==> src/logic/port_pin_mux_pkg.sv <==
package port_pin_mux_pkg;
    localparam int P0_W = 4;
    localparam int P1_W = 8;
    localparam int P2_W = 8;
    localparam int P3_W = 6;
    localparam int SPI_SCK_BIT  = 0;
    localparam int SPI_MOSI_BIT = 1;
    localparam int SPI_MISO_BIT = 2;
    localparam int U1_RX_BIT = 0;
    localparam int U1_TX_BIT = 1;
    localparam int U0_RX_BIT = 0;
    localparam int U0_TX_BIT = 1;
    localparam int IRQ_A_BIT = 2;
    localparam int IRQ_B_BIT = 3;
    localparam int MOD_A_BIT = 4;
    localparam int MOD_B_BIT = 5;
    localparam logic [7:0] DATA_RESET = 8'hff;
    localparam logic [7:0] DIR_RESET  = 8'h00;
    typedef enum logic [1:0] {
        ANA_ADC  = 2'h0,
        ANA_RSSI = 2'h1,
        ANA_IF   = 2'h2
    } analog_sel_t;
endpackage

==> src/logic/port_pin_mux.sv <==
`timescale 1ns/1ns
module port_pin_mux
    import port_pin_mux_pkg::*;
(
    // Clock and pin reset
    input  wire logic              clock,
    input  wire logic              reset,
    input  wire logic              reset_pin_n,
    output logic                   system_reset,
    // Straps and programming enable
    input  wire logic              por_strap,
    input  wire logic              flash_write_mode_n,
    output logic                   por_enable,
    output logic                   flash_write_mode_n_active,
    // Register writes, one strobe per register
    input  wire logic [7:0]        write_data,
    input  wire logic              port0_data_we,
    input  wire logic              port1_data_we,
    input  wire logic              port2_data_we,
    input  wire logic              port3_data_we,
    input  wire logic              port0_direction_we,
    input  wire logic              port1_direction_we,
    input  wire logic              port2_direction_we,
    input  wire logic              port3_direction_we,
    // Stored register values and pin reads
    output logic [P0_W-1:0]        port0_direction,
    output logic [P1_W-1:0]        port1_direction,
    output logic [P2_W-1:0]        port2_direction,
    output logic [P3_W-1:0]        port3_direction,
    output logic [P0_W-1:0]        port0_data,
    output logic [P1_W-1:0]        port1_data,
    output logic [P2_W-1:0]        port2_data,
    output logic [P3_W-1:0]        port3_data,
    output logic [P0_W-1:0]        port0_read,
    output logic [P1_W-1:0]        port1_read,
    output logic [P2_W-1:0]        port2_read,
    output logic [P3_W-1:0]        port3_read,
    // Peripheral enables
    input  wire logic              spi_control_reg,
    input  wire logic              uart1_enable,
    input  wire logic              uart0_enable,
    input  wire logic              modulator_a_enable,
    input  wire logic              modulator_b_enable,
    input  wire logic [1:0]        interrupt_enable_reg,
    input  wire logic [1:0]        irq_edge_mode,
    input  wire logic              irq_clear_a,
    input  wire logic              irq_clear_b,
    input  wire logic [1:0]        rf_front_end_config,
    // Peripheral signals
    input  wire logic              spi_sck,
    input  wire logic              spi_mosi,
    output logic                   spi_miso,
    output logic                   flash_write_mode_n_sck,
    output logic                   flash_write_mode_n_si,
    input  wire logic              flash_write_mode_n_so,
    output logic                   uart1_receive_pin,
    input  wire logic              uart1_transmit_pin,
    output logic                   uart0_receive_pin,
    input  wire logic              uart0_transmit_pin,
    input  wire logic              modulator_out_a,
    input  wire logic              modulator_out_b,
    output logic                   ext_irq_a,
    output logic                   ext_irq_b,
    output analog_sel_t            analog_pin_select,
    // Pins; an enable of zero means the pin is driven
    input  wire logic [P0_W-1:0]   port0_in,
    input  wire logic [P1_W-1:0]   port1_in,
    input  wire logic [P2_W-1:0]   port2_in,
    input  wire logic [P3_W-1:0]   port3_in,
    output logic [P0_W-1:0]        port0_out,
    output logic [P1_W-1:0]        port1_out,
    output logic [P2_W-1:0]        port2_out,
    output logic [P3_W-1:0]        port3_out,
    output logic [P0_W-1:0]        port0_oe_n,
    output logic [P1_W-1:0]        port1_oe_n,
    output logic [P2_W-1:0]        port2_oe_n,
    output logic [P3_W-1:0]        port3_oe_n
);

    logic              rst_meta_reg;
    logic              rst_sync_reg;
    logic              spi_on;
    logic [1:0]        irq_pin;
    logic [1:0]        irq_prev_reg;
    logic [1:0]        irq_clear;
    logic [1:0]        irq_flag_reg;
    logic [1:0]        irq_flag_next;
    logic [P0_W-1:0]   p0_out_next;
    logic [P0_W-1:0]   p0_oe_next;
    logic [P2_W-1:0]   p2_out_next;
    logic [P2_W-1:0]   p2_oe_next;
    logic [P3_W-1:0]   p3_out_next;
    logic [P3_W-1:0]   p3_oe_next;

    // Request decode shared by both external interrupt inputs.
    function automatic logic irq_request(input logic enable,
                                         input logic edge_mode,
                                         input logic flag,
                                         input logic pin_level);
        return enable & (edge_mode ? flag : ~pin_level);
    endfunction

    // The pin reset is caught asynchronously and released on the clock,
    // so release never races the clock edge.
    always_ff @(posedge clock or negedge reset_pin_n) begin
        if (!reset_pin_n) begin
            rst_meta_reg <= 1'b1;
            rst_sync_reg <= 1'b1;
        end else begin
            rst_meta_reg <= 1'b0;
            rst_sync_reg <= rst_meta_reg;
        end
    end

    always_ff @(posedge clock or posedge reset) begin
        if (reset) begin
            system_reset <= 1'b1;
        end else begin
            system_reset <= rst_sync_reg;
        end
    end

    // Straps are sampled after reset, never loaded by the reset itself.
    always_ff @(posedge clock or posedge reset) begin
        if (reset) begin
            por_enable  <= 1'b0;
            flash_write_mode_n_active <= 1'b0;
        end else begin
            por_enable  <= por_strap;
            flash_write_mode_n_active <= ~flash_write_mode_n;
        end
    end

    // Register writes; overrides never touch these, so software values
    // come back intact when a peripheral lets go.
    always_ff @(posedge clock or posedge reset) begin
        if (reset) begin
            port0_data      <= DATA_RESET[P0_W-1:0];
            port0_direction <= DIR_RESET[P0_W-1:0];
        end else begin
            if (port0_data_we) begin
                port0_data <= write_data[P0_W-1:0];
            end
            if (port0_direction_we) begin
                port0_direction <= write_data[P0_W-1:0];
            end
        end
    end

    always_ff @(posedge clock or posedge reset) begin
        if (reset) begin
            port1_data      <= DATA_RESET[P1_W-1:0];
            port1_direction <= DIR_RESET[P1_W-1:0];
        end else begin
            if (port1_data_we) begin
                port1_data <= write_data[P1_W-1:0];
            end
            if (port1_direction_we) begin
                port1_direction <= write_data[P1_W-1:0];
            end
        end
    end

    always_ff @(posedge clock or posedge reset) begin
        if (reset) begin
            port2_data      <= DATA_RESET[P2_W-1:0];
            port2_direction <= DIR_RESET[P2_W-1:0];
        end else begin
            if (port2_data_we) begin
                port2_data <= write_data[P2_W-1:0];
            end
            if (port2_direction_we) begin
                port2_direction <= write_data[P2_W-1:0];
            end
        end
    end

    always_ff @(posedge clock or posedge reset) begin
        if (reset) begin
            port3_data      <= DATA_RESET[P3_W-1:0];
            port3_direction <= DIR_RESET[P3_W-1:0];
        end else begin
            if (port3_data_we) begin
                port3_data <= write_data[P3_W-1:0];
            end
            if (port3_direction_we) begin
                port3_direction <= write_data[P3_W-1:0];
            end
        end
    end

    // Programming mode has priority over the software SPI master.
    assign spi_on = spi_control_reg & ~flash_write_mode_n_active;

    // Pin drive: direction bit 1 drives the data bit, 0 releases.
    always_comb begin
        p0_out_next = port0_data;
        p0_oe_next  = ~port0_direction;
        p2_out_next = port2_data;
        p2_oe_next  = ~port2_direction;
        p3_out_next = port3_data;
        p3_oe_next  = ~port3_direction;
        if (flash_write_mode_n_active) begin
            p0_out_next[SPI_MISO_BIT] = flash_write_mode_n_so;
            p0_oe_next[SPI_MISO_BIT]  = 1'b0;
            p0_oe_next[SPI_SCK_BIT]   = 1'b1;
            p0_oe_next[SPI_MOSI_BIT]  = 1'b1;
        end else if (spi_on) begin
            p0_out_next[SPI_SCK_BIT]  = spi_sck;
            p0_out_next[SPI_MOSI_BIT] = spi_mosi;
            p0_out_next[SPI_MISO_BIT] = 1'b0;
            p0_oe_next[SPI_MOSI_BIT]  = 1'b0;
            p0_oe_next[SPI_MISO_BIT]  = 1'b1;
        end
        if (uart1_enable) begin
            p2_out_next[U1_TX_BIT] = uart1_transmit_pin;
            p2_oe_next[U1_TX_BIT]  = 1'b0;
            p2_oe_next[U1_RX_BIT]  = 1'b1;
        end
        if (uart0_enable) begin
            p3_out_next[U0_TX_BIT] = uart0_transmit_pin;
            p3_oe_next[U0_TX_BIT]  = 1'b0;
            p3_oe_next[U0_RX_BIT]  = 1'b1;
        end
        if (modulator_a_enable) begin
            p3_out_next[MOD_A_BIT] = modulator_out_a;
            p3_oe_next[MOD_A_BIT]  = 1'b0;
        end
        if (modulator_b_enable) begin
            p3_out_next[MOD_B_BIT] = modulator_out_b;
            p3_oe_next[MOD_B_BIT]  = 1'b0;
        end
    end

    // Pads are fed from flops so an override change never glitches a pin.
    always_ff @(posedge clock or posedge reset) begin
        if (reset) begin
            port0_out  <= '0;
            port0_oe_n <= '1;
        end else begin
            port0_out  <= p0_out_next;
            port0_oe_n <= p0_oe_next;
        end
    end

    always_ff @(posedge clock or posedge reset) begin
        if (reset) begin
            port1_out  <= '0;
            port1_oe_n <= '1;
        end else begin
            port1_out  <= port1_data;
            port1_oe_n <= ~port1_direction;
        end
    end

    always_ff @(posedge clock or posedge reset) begin
        if (reset) begin
            port2_out  <= '0;
            port2_oe_n <= '1;
        end else begin
            port2_out  <= p2_out_next;
            port2_oe_n <= p2_oe_next;
        end
    end

    always_ff @(posedge clock or posedge reset) begin
        if (reset) begin
            port3_out  <= '0;
            port3_oe_n <= '1;
        end else begin
            port3_out  <= p3_out_next;
            port3_oe_n <= p3_oe_next;
        end
    end

    // Pin reads and peripheral inputs are registered copies of the pins.
    always_ff @(posedge clock or posedge reset) begin
        if (reset) begin
            port0_read        <= '0;
            port1_read        <= '0;
            port2_read        <= '0;
            port3_read        <= '0;
            spi_miso          <= 1'b0;
            flash_write_mode_n_sck          <= 1'b0;
            flash_write_mode_n_si           <= 1'b0;
            uart1_receive_pin <= 1'b1;
            uart0_receive_pin <= 1'b1;
        end else begin
            port0_read        <= port0_in;
            port1_read        <= port1_in;
            port2_read        <= port2_in;
            port3_read        <= port3_in;
            spi_miso          <= spi_on & port0_in[SPI_MISO_BIT];
            flash_write_mode_n_sck          <= flash_write_mode_n_active & port0_in[SPI_SCK_BIT];
            flash_write_mode_n_si           <= flash_write_mode_n_active & port0_in[SPI_MOSI_BIT];
            uart1_receive_pin <= ~uart1_enable | port2_in[U1_RX_BIT];
            uart0_receive_pin <= ~uart0_enable | port3_in[U0_RX_BIT];
        end
    end

    // External interrupts: low level, or a falling edge caught in a flag.
    // An edge in the clearing cycle wins, so no event is lost.
    assign irq_pin   = {port3_in[IRQ_B_BIT], port3_in[IRQ_A_BIT]};
    assign irq_clear = {irq_clear_b, irq_clear_a};

    always_comb begin
        for (int i = 0; i < 2; i++) begin
            irq_flag_next[i] = irq_flag_reg[i];
            if (irq_clear[i]) begin
                irq_flag_next[i] = 1'b0;
            end
            if (irq_prev_reg[i] & ~irq_pin[i]) begin
                irq_flag_next[i] = 1'b1;
            end
        end
    end

    always_ff @(posedge clock or posedge reset) begin
        if (reset) begin
            irq_prev_reg <= 2'h3;
            irq_flag_reg <= 2'h0;
            ext_irq_a    <= 1'b0;
            ext_irq_b    <= 1'b0;
        end else begin
            irq_prev_reg <= irq_pin;
            irq_flag_reg <= irq_flag_next;
            ext_irq_a    <= irq_request(interrupt_enable_reg[0],
                                        irq_edge_mode[0], irq_flag_next[0],
                                        irq_pin[0]);
            ext_irq_b    <= irq_request(interrupt_enable_reg[1],
                                        irq_edge_mode[1], irq_flag_next[1],
                                        irq_pin[1]);
        end
    end

    always_ff @(posedge clock or posedge reset) begin
        if (reset) begin
            analog_pin_select <= ANA_ADC;
        end else begin
            unique case (rf_front_end_config)
                2'h1:    analog_pin_select <= ANA_RSSI;
                2'h2:    analog_pin_select <= ANA_IF;
                default: analog_pin_select <= ANA_ADC;
            endcase
        end
    end

endmodule // port_pin_mux

==> config.mk <==
export PLATFORM = sky130hd
export DESIGN_NAME = port_pin_mux
export DESIGN_NICKNAME = d
export VERILOG_FILES = /design/src/logic/port_pin_mux_pkg.sv /design/src/logic/port_pin_mux.sv
export SDC_FILE = /design/constraint.sdc
export NUM_CORES = 1
export LEC_CHECK = 0
export ABC_AREA = 1
export ABC_CLOCK_PERIOD_IN_PS = 11600
export BUFFER_PORTS_ARGS = -buffer_cell sky130_fd_sc_hd__buf_2
export CORE_UTILIZATION = 30
export DETAILED_ROUTE_END_ITERATION = 12
export PLACE_DENSITY = 0.67
export SYNTH_ARGS = -nofsm -noshare
export SYNTH_HDL_FRONTEND = slang
export SYNTH_SLANG_ARGS = --single-unit
==> constraint.sdc <==
create_clock -name clock -period 11.6 [get_ports clock]
set_input_delay 1.16 -clock clock [delete_from_list [all_inputs] [get_ports clock]]
set_output_delay 1.16 -clock clock [all_outputs]
set_load 0.02 [all_outputs]
=== Word level (Yosys, flattened, before mapping) ===
Index checks and enable logic that the tools add are counted.

* Eq/ne operators: 2
* Multiplexer cells: 21
* Bitwise logic cells: 20

{| class="wikitable"
|+ Operator list
! kind !! number
|-
| $not A8 Y8 || 2
|-
| $mux W1 || 14
|-
| $mux W2 || 5
|-
| $and A1 B1 Y1 || 8
|-
| $not A1 Y1 || 6
|-
| $not A6 Y6 || 1
|-
| $not A4 Y4 || 1
|-
| $pmux W2 S2 || 1
|-
| $mux W3 || 1
|-
| $eq A2 B1 Y1 const B || 1
|-
| $eq A2 B2 Y1 const B || 1
|-
| $or A1 B1 Y1 || 2
|}

* Bits in registers: 148
* Input bits: 67
* Output and inout port bits: 142
* Word-level logic and storage cells: 78

=== Longest topological paths before layout ===
Gate-level depths: netlist (run 1).

* Depth in word-level cells: 5
* Gate-level depth with buffers: 5
* Mapped depth without buffers: 5

=== Least setup slack after synthesis (run 1) ===
OpenSTA, ideal clock, no wires.

* Path type: register -> output
* Start: reg port0_data[3]
* End: out port0_data[3]
* Arrival time: 0.640 ns
* Data required time: 10.440 ns
* Path slack: 9.800 ns
* Cell stages (with the launch flop): 2
* Path buffers: 1
* Cell sequence: dfstp_2 buf_4

{| class="wikitable"
|+ RTL lines
! item !! line !! source
|-
| start: declaration || port_pin_mux.sv:30 || <nowiki>output logic [P0_W-1:0] port0_data,</nowiki>
|-
| start signal: assignment || port_pin_mux.sv:138 || <nowiki>port0_data <= DATA_RESET[P0_W-1:0];</nowiki>
|-
| start signal: assignment || port_pin_mux.sv:142 || <nowiki>port0_data <= write_data[P0_W-1:0];</nowiki>
|}

No word-level cell between the ends.

=== Worst setup path in the final report (run 1) ===
* Start: reg port0_data[2]
* End: out port0_data[2]

No word-level cell between the ends.

==> impl_metrics.json, run 1 <==
{
  "status": "completed",
  "async_flop_share": 1.00,
  "portBuffers": 208,
  "final_cell_area_um2": 6620,
  "clock_latency_ns": 0.42,
  "r2r_end": "port0_out[1]",
  "place_congestion": 0.694,
  "synth.cell_area_um2": 4840,
  "synth-xor-area-share": 0,
  "syn_to_final_growth_pct": 36.6,
  "setup_violations": 0,
  "hold_start": "rst_meta_reg",
  "slew_headroom": 0.491,
  "synth_fa_ha_area_frac": 0,
  "layout.nets": 665,
  "leakagePower_nw": 3.44,
  "ios": 209,
  "hold_end": "rst_sync_reg",
  "final_cells": 827,
  "first_pass_iters": 4,
  "n_fill_cell": 1528,
  "hold_viol": 0,
  "rsz0062_at_grt": "no",
  "drive_gt1_frac": 0.499,
  "rows": 46,
  "muxShareOfSynthArea": 0,
  "worst_pin_slew_ns": 0.764,
  "grt_pass1_vias": 3116,
  "final_common_cell": "buf_2",
  "place_inst": 795,
  "cp_slowest_stage_delay_ns": 0.55,
  "drtIter0Drc": 157,
  "cts_num_sinks": 148,
  "synth_area_leaders": "dfrtp_1 46%, dfstp_2 32%, o21ai_0 5.6%",
  "synth_cells": 391,
  "routedWlPerCell_um": 13.2,
  "avgSynthCellArea_um2": 12.4,
  "yosysTopAreaCellShare": 0.460,
  "synth-edff-count": 0,
  "hpwl_mm": 7.58,
  "grt_pass1_wl_mm": 16.4,
  "yosysUniqueCellTypes": 15,
  "drv_slew": 0,
  "antenna_found_initial": 0,
  "fin_crit_ns": 2.29,
  "cts_made_buffers": 17,
  "die_area_um2": 16700,
  "cp-start-kind": "flip-flop",
  "start_util": 0.306,
  "hold_path_class": "flip-flop to flip-flop",
  "ff_latch_area_um2": 3780,
  "synth_warnings": 0,
  "fp.dieH_um": 129,
  "drv_cap": 0,
  "synth_seq_cells": 148,
  "synth_top_family_by_area": "buffers and inverters",
  "critPathMaxFanout": 3,
  "dr_total_vias": 3273,
  "ys_seq_area_frac": 0.780,
  "ctsHoldBuffers": 0,
  "ant_nets": 0,
  "final_cell_mix": "208 x buf_2, 89 x dfrtp_1, 71 x nand2_1",
  "cts_htree_levels": 4,
  "synth_nets": 458,
  "path_buf_inv": 1,
  "grt_usage": 0.135,
  "synthFlopType": "dfrtp_1",
  "postCtsSetupRepairBufs": 0,
  "yosys.area_share.simple": 0.0731,
  "drc": 0,
  "clock_skew_ns": 0.00673,
  "rrSetupSlack_ns": 10.69,
  "fin_tns_setup_ns": 0,
  "slowest_stage": "dfstp_2",
  "crit_family": "flip-flops",
  "die_w_um": 129,
  "ctsResizeCount": 0,
  "multiInputGateArea_um2": 658,
  "ctsLongestPathBuffers": 2,
  "cellPowerDensity_nw_per_um2": 193,
  "power_mw": 1.28,
  "worstReg2RegStart": "flash_write_mode_n_active",
  "worst_ir_drop_vdd_mv": 0.0895,
  "worstPathRequired_ns": 10.44,
  "path_clk_slew_ns": 0.06,
  "drt_wl_total_mm": 10.9,
  "core-area_um2": 15800,
  "viasPerCell": 3.96,
  "ff2ff_path_depth": 4,
  "synth_compound_area_frac": 0.0620,
  "grt_max_degree": 86,
  "path_cells": "buf_2",
  "cp_data_arrival_time_ns": 1.13,
  "timing.fmax_mhz": 437,
  "cts_tree": "done",
  "fin_crit_sh": 0.197,
  "clock-root-buffer": "clkbuf_16",
  "dpl_cell_area_um2": 6030,
  "worstHoldPathCells": 0,
  "cp-end-kind": "primary output",
  "diodes": 0,
  "yosysTopAreaCell": "dfrtp_1",
  "crit_type": "flip-flop to primary output",
  "gr-total-overflow": 0
}
[cells by family (layout without fill, tap and decap cells)]
kind of cell	Yosys count	after routing
flip-flops	148	148
buffers and inverters	92	312
AND/OR/NAND/NOR	90	90
AO/OA/AOI/OAI	60	60
other	1	1
[power by group]
part / switching (mW) / internal (mW) / total [mW] / leakage [nW]
combinational: 0.104 / 0.0449 / 0.149 / 1.47
sequential: 0.0169 / 0.569 / 0.586 / 1.69
clock: 0.217 / 0.324 / 0.541 / 0.276
total: 0.338 / 0.938 / 1.28 / 3.44
[per-layer routing]
metal	track usage	vias to the layer above	wire, µm
met5	0	-	0
met1	0.161	1561	4670
met2	0.220	119	5340
li1	-	1581	-
met4	0.0519	0	140
met3	0.0549	12	757
[cell usage after synthesis (2+ instances only)]
| library cell | number |
|---|---|
| dfrtp_1 | 89 |
| nand2_1 | 71 |
| inv_1 | 70 |
| dfstp_2 | 59 |
| o21ai_0 | 54 |
| buf_4 | 15 |
| nor2_1 | 13 |
| buf_2 | 6 |
| a21oi_1 | 3 |
| nand3_1 | 3 |
| o21ai_1 | 3 |
| or2_2 | 2 |
[cell type report]
class	count	area share
repair buffers	209	0.158
flip-flops and latches	148	0.571
clock inverters	14	0.0229
multi-input cells	151	0.0995
well taps	216	0.0408
inverters	71	0.0410
clock buffers	18	0.0664
[worst max path at each step]
stage / startpoint / endpoint / cells past startpoint
after detailed placement: reset / port3_direction[0] / 3
after CTS: port2_data[5] / port2_data[5] / 1
after floorplan: reset / analog_pin_select[0] / 1
final: port0_data[2] / port0_data[2] / 1
after global routing: reset / port3_direction[1] / 3
after global placement: reset / port3_direction[0] / 3
[per-stage QoR]
step	utilization	hold slack [ns]	setup WS (ns)
6_report	0.418	0.355	9.31
5_1_grt	0.418	0.359	9.19
4_1_cts	0.418	0.356	9.28
3_5_place_dp	0.381	0.347	8.94
3_3_place_gp	0.381	0.346	8.97
2_1_floorplan	-	0.345	6.61
Power figures use the tool's default switching activity.
==> inputs of run 2 (changes only) <==
ABC_AREA = 0   (was 1)
ABC_CLOCK_PERIOD_IN_PS = 1880   (was 11600)
PLACE_DENSITY = 0.69   (was 0.67)
clock period = 1.88 ns   (was 11.6 ns; I/O delays follow)
==> run 2 against run 1 <==
Compared with the run above: sequential share of layout area shrank 3.6 points; sequential power grew to 6.2 times the previous value; cell count shrank 5.9%; total power grew to 6.2 times the previous value; synthesized area shrank 1.2%; core utilization grew 4.1 points.
==> impl_metrics.json, run 2 <==
{
  "hold_viol": 0,
  "drc": 0,
  "r2r_end": "port0_out[1]",
  "cp-startpoint": "port3_data[4]",
  "yosysTopAreaCell": "dfrtp_1",
  "worstPathRequired_ns": 1.69,
  "cp-end-kind": "primary output",
  "synth_area_leaders": "dfrtp_1 47%, dfstp_2 32%, mux2_2 5.4%",
  "ff2ff_path_depth": 2,
  "final_util": 0.459,
  "antenna_found_initial": 0,
  "dpl_cell_area_um2": 6040,
  "core-area_um2": 15400,
  "path_buf_inv": 1,
  "cts_tree": "done",
  "grt_max_degree": 57,
  "path_depth": 1,
  "synth_seq_cells": 148,
  "cp_data_arrival_time_ns": 1.15,
  "final_cell_area_um2": 7060,
  "drv_cap": 0,
  "grt_usage": 0.150,
  "clock_latency_ns": 0.42,
  "synth-edff-count": 0,
  "cp-start-kind": "flip-flop",
  "async_flop_share": 1.00,
  "synth_warnings": 0,
  "routedWlPerCell_um": 15.0,
  "path_clk_slew_ns": 0.06,
  "cts_htree_levels": 4,
  "fin_crit_sh": 0.713,
  "fp.dieH_um": 128,
  "worst_ir_drop_vdd_mv": 0.574,
  "ant_nets": 0,
  "ys_seq_area_frac": 0.789,
  "synth_cells": 295,
  "timing.fmax_mhz": 746,
  "gr-total-overflow": 0,
  "status": "completed",
  "pre_cts_ws_ns": 0.819,
  "cp_slowest_stage_delay_ns": 0.56,
  "rsz0062_at_grt": "no",
  "cts_made_buffers": 17,
  "hold_path_class": "input port to flip-flop",
  "synth_nets": 362,
  "die_w_um": 128,
  "diodes": 0,
  "yosysUniqueCellTypes": 20,
  "slowest_stage": "dfstp_2",
  "final_common_cell": "buf_2",
  "cellPowerDensity_nw_per_um2": 1120,
  "drt_wl_total_mm": 11.7,
  "clock-root-buffer": "clkbuf_16",
  "crit_family": "flip-flops",
  "final_cell_mix": "208 x buf_2, 89 x dfrtp_1, 59 x dfstp_2",
  "avgSynthCellArea_um2": 16.2,
  "fin_crit_ns": 1.34,
  "path_cells": "buf_2",
  "cts_num_sinks": 148,
  "layout.nets": 621,
  "drive_gt1_frac": 0.587,
  "postCtsSetupRepairBufs": 0,
  "grt_pass1_wl_mm": 18.0,
  "ios": 209,
  "viasPerCell": 4.13,
  "synth.cell_area_um2": 4780,
  "synthFlopType": "dfrtp_1",
  "dr_total_vias": 3217,
  "hpwl_mm": 7.85,
  "drv_slew": 0,
  "ctsHoldBuffers": 45,
  "rows": 45,
  "setup_violations": 0,
  "first_pass_iters": 4,
  "leakagePower_nw": 3.41,
  "rrSetupSlack_ns": 0.82,
  "fin_tns_setup_ns": 0,
  "start_util": 0.311,
  "power_mw": 7.94,
  "die_area_um2": 16500,
  "critPathMaxFanout": 3,
  "syn_to_final_growth_pct": 47.5,
  "fin_ws_ns": 0.539,
  "portBuffers": 208,
  "ctsLongestPathBuffers": 2,
  "crit_end": "port3_data[4]",
  "ctsResizeCount": 0,
  "grt_pass1_vias": 3430,
  "n_fill_cell": 1386,
  "crit_type": "flip-flop to primary output",
  "worstReg2RegStart": "flash_write_mode_n_active",
  "place_congestion": 0.724,
  "drtIter0Drc": 121,
  "synth_most_common_cell": "dfrtp_1",
  "yosysTopAreaCellShare": 0.465,
  "synthTopCellsByCount": "89 x dfrtp_1, 59 x dfstp_2, 24 x inv_1, 23 x mux2_2, 20 x nand2_1",
  "clock_skew_ns": 0.00537
}
==> run 2: cell count changes after synthesis, sizes merged, moves of 4 or more <==
| cell | change |
|---|---|
| nor2 | -9 |
| mux2 | +41 |
| inv | -47 |
| nand2 | -52 |
| nand2b | +8 |
| o21ai | -37 |
| buf | -4 |
| nor2b | +5 |
==> run 2: final cells by class <==
class	count	area (µm²)	share of cell area
multi-input cells	106	805	0.114
inverters	24	93.8	0.0133
flip-flops and latches	148	3780	0.535
clock buffers	17	425	0.0603
well taps	211	264	0.0374
repair buffers	257	1550	0.219
clock inverters	15	148	0.0209
==> run 2: stage by stage <==
stage / hold slack, ns / std cells
detailed placement: 0.142 / 701
global route: 0.0294 / 778
floorplan: 0.0402 / 295
finish: 0.0335 / 778
CTS: 0.0108 / 778
global placement: 0.141 / 701
==> run 2: routing by layer <==
metal,wire length [µm],vias up,GRT usage
li1,-,1450,-
met1,4770,1617,0.174
met2,5950,135,0.252
met3,747,15,0.0509
met4,192,0,0.0644
met5,0,-,0
==> run 2: cell families after synthesis <==
logic type | count (synthesis) | synth area share
AO/OA/AOI/OAI | 24 | 0.0272
buffers and inverters | 41 | 0.0424
multiplexers | 41 | 0.0981
AND/OR/NAND/NOR | 40 | 0.0421
flip-flops | 148 | 0.789
other | 1 | 0.000784
==> run 2: worst min path at each step <==
stage                             startpoint                 end  cells after the start
final                     port0_direction_we  port0_direction[3]                      2
after global routing           write_data[6]  port2_direction[6]                      3
after CTS                 port0_direction_we  port0_direction[3]                      2
after detailed placement         reset_pin_n        rst_meta_reg                      1
after global placement           reset_pin_n        rst_meta_reg                      1
after floorplan                  reset_pin_n        rst_meta_reg                      0
==> run 2: report_power, final <==
group	total, mW	internal, mW	switching (mW)
registers	3.65	3.53	0.123
clock network	3.24	1.86	1.38
logic	1.05	0.398	0.653
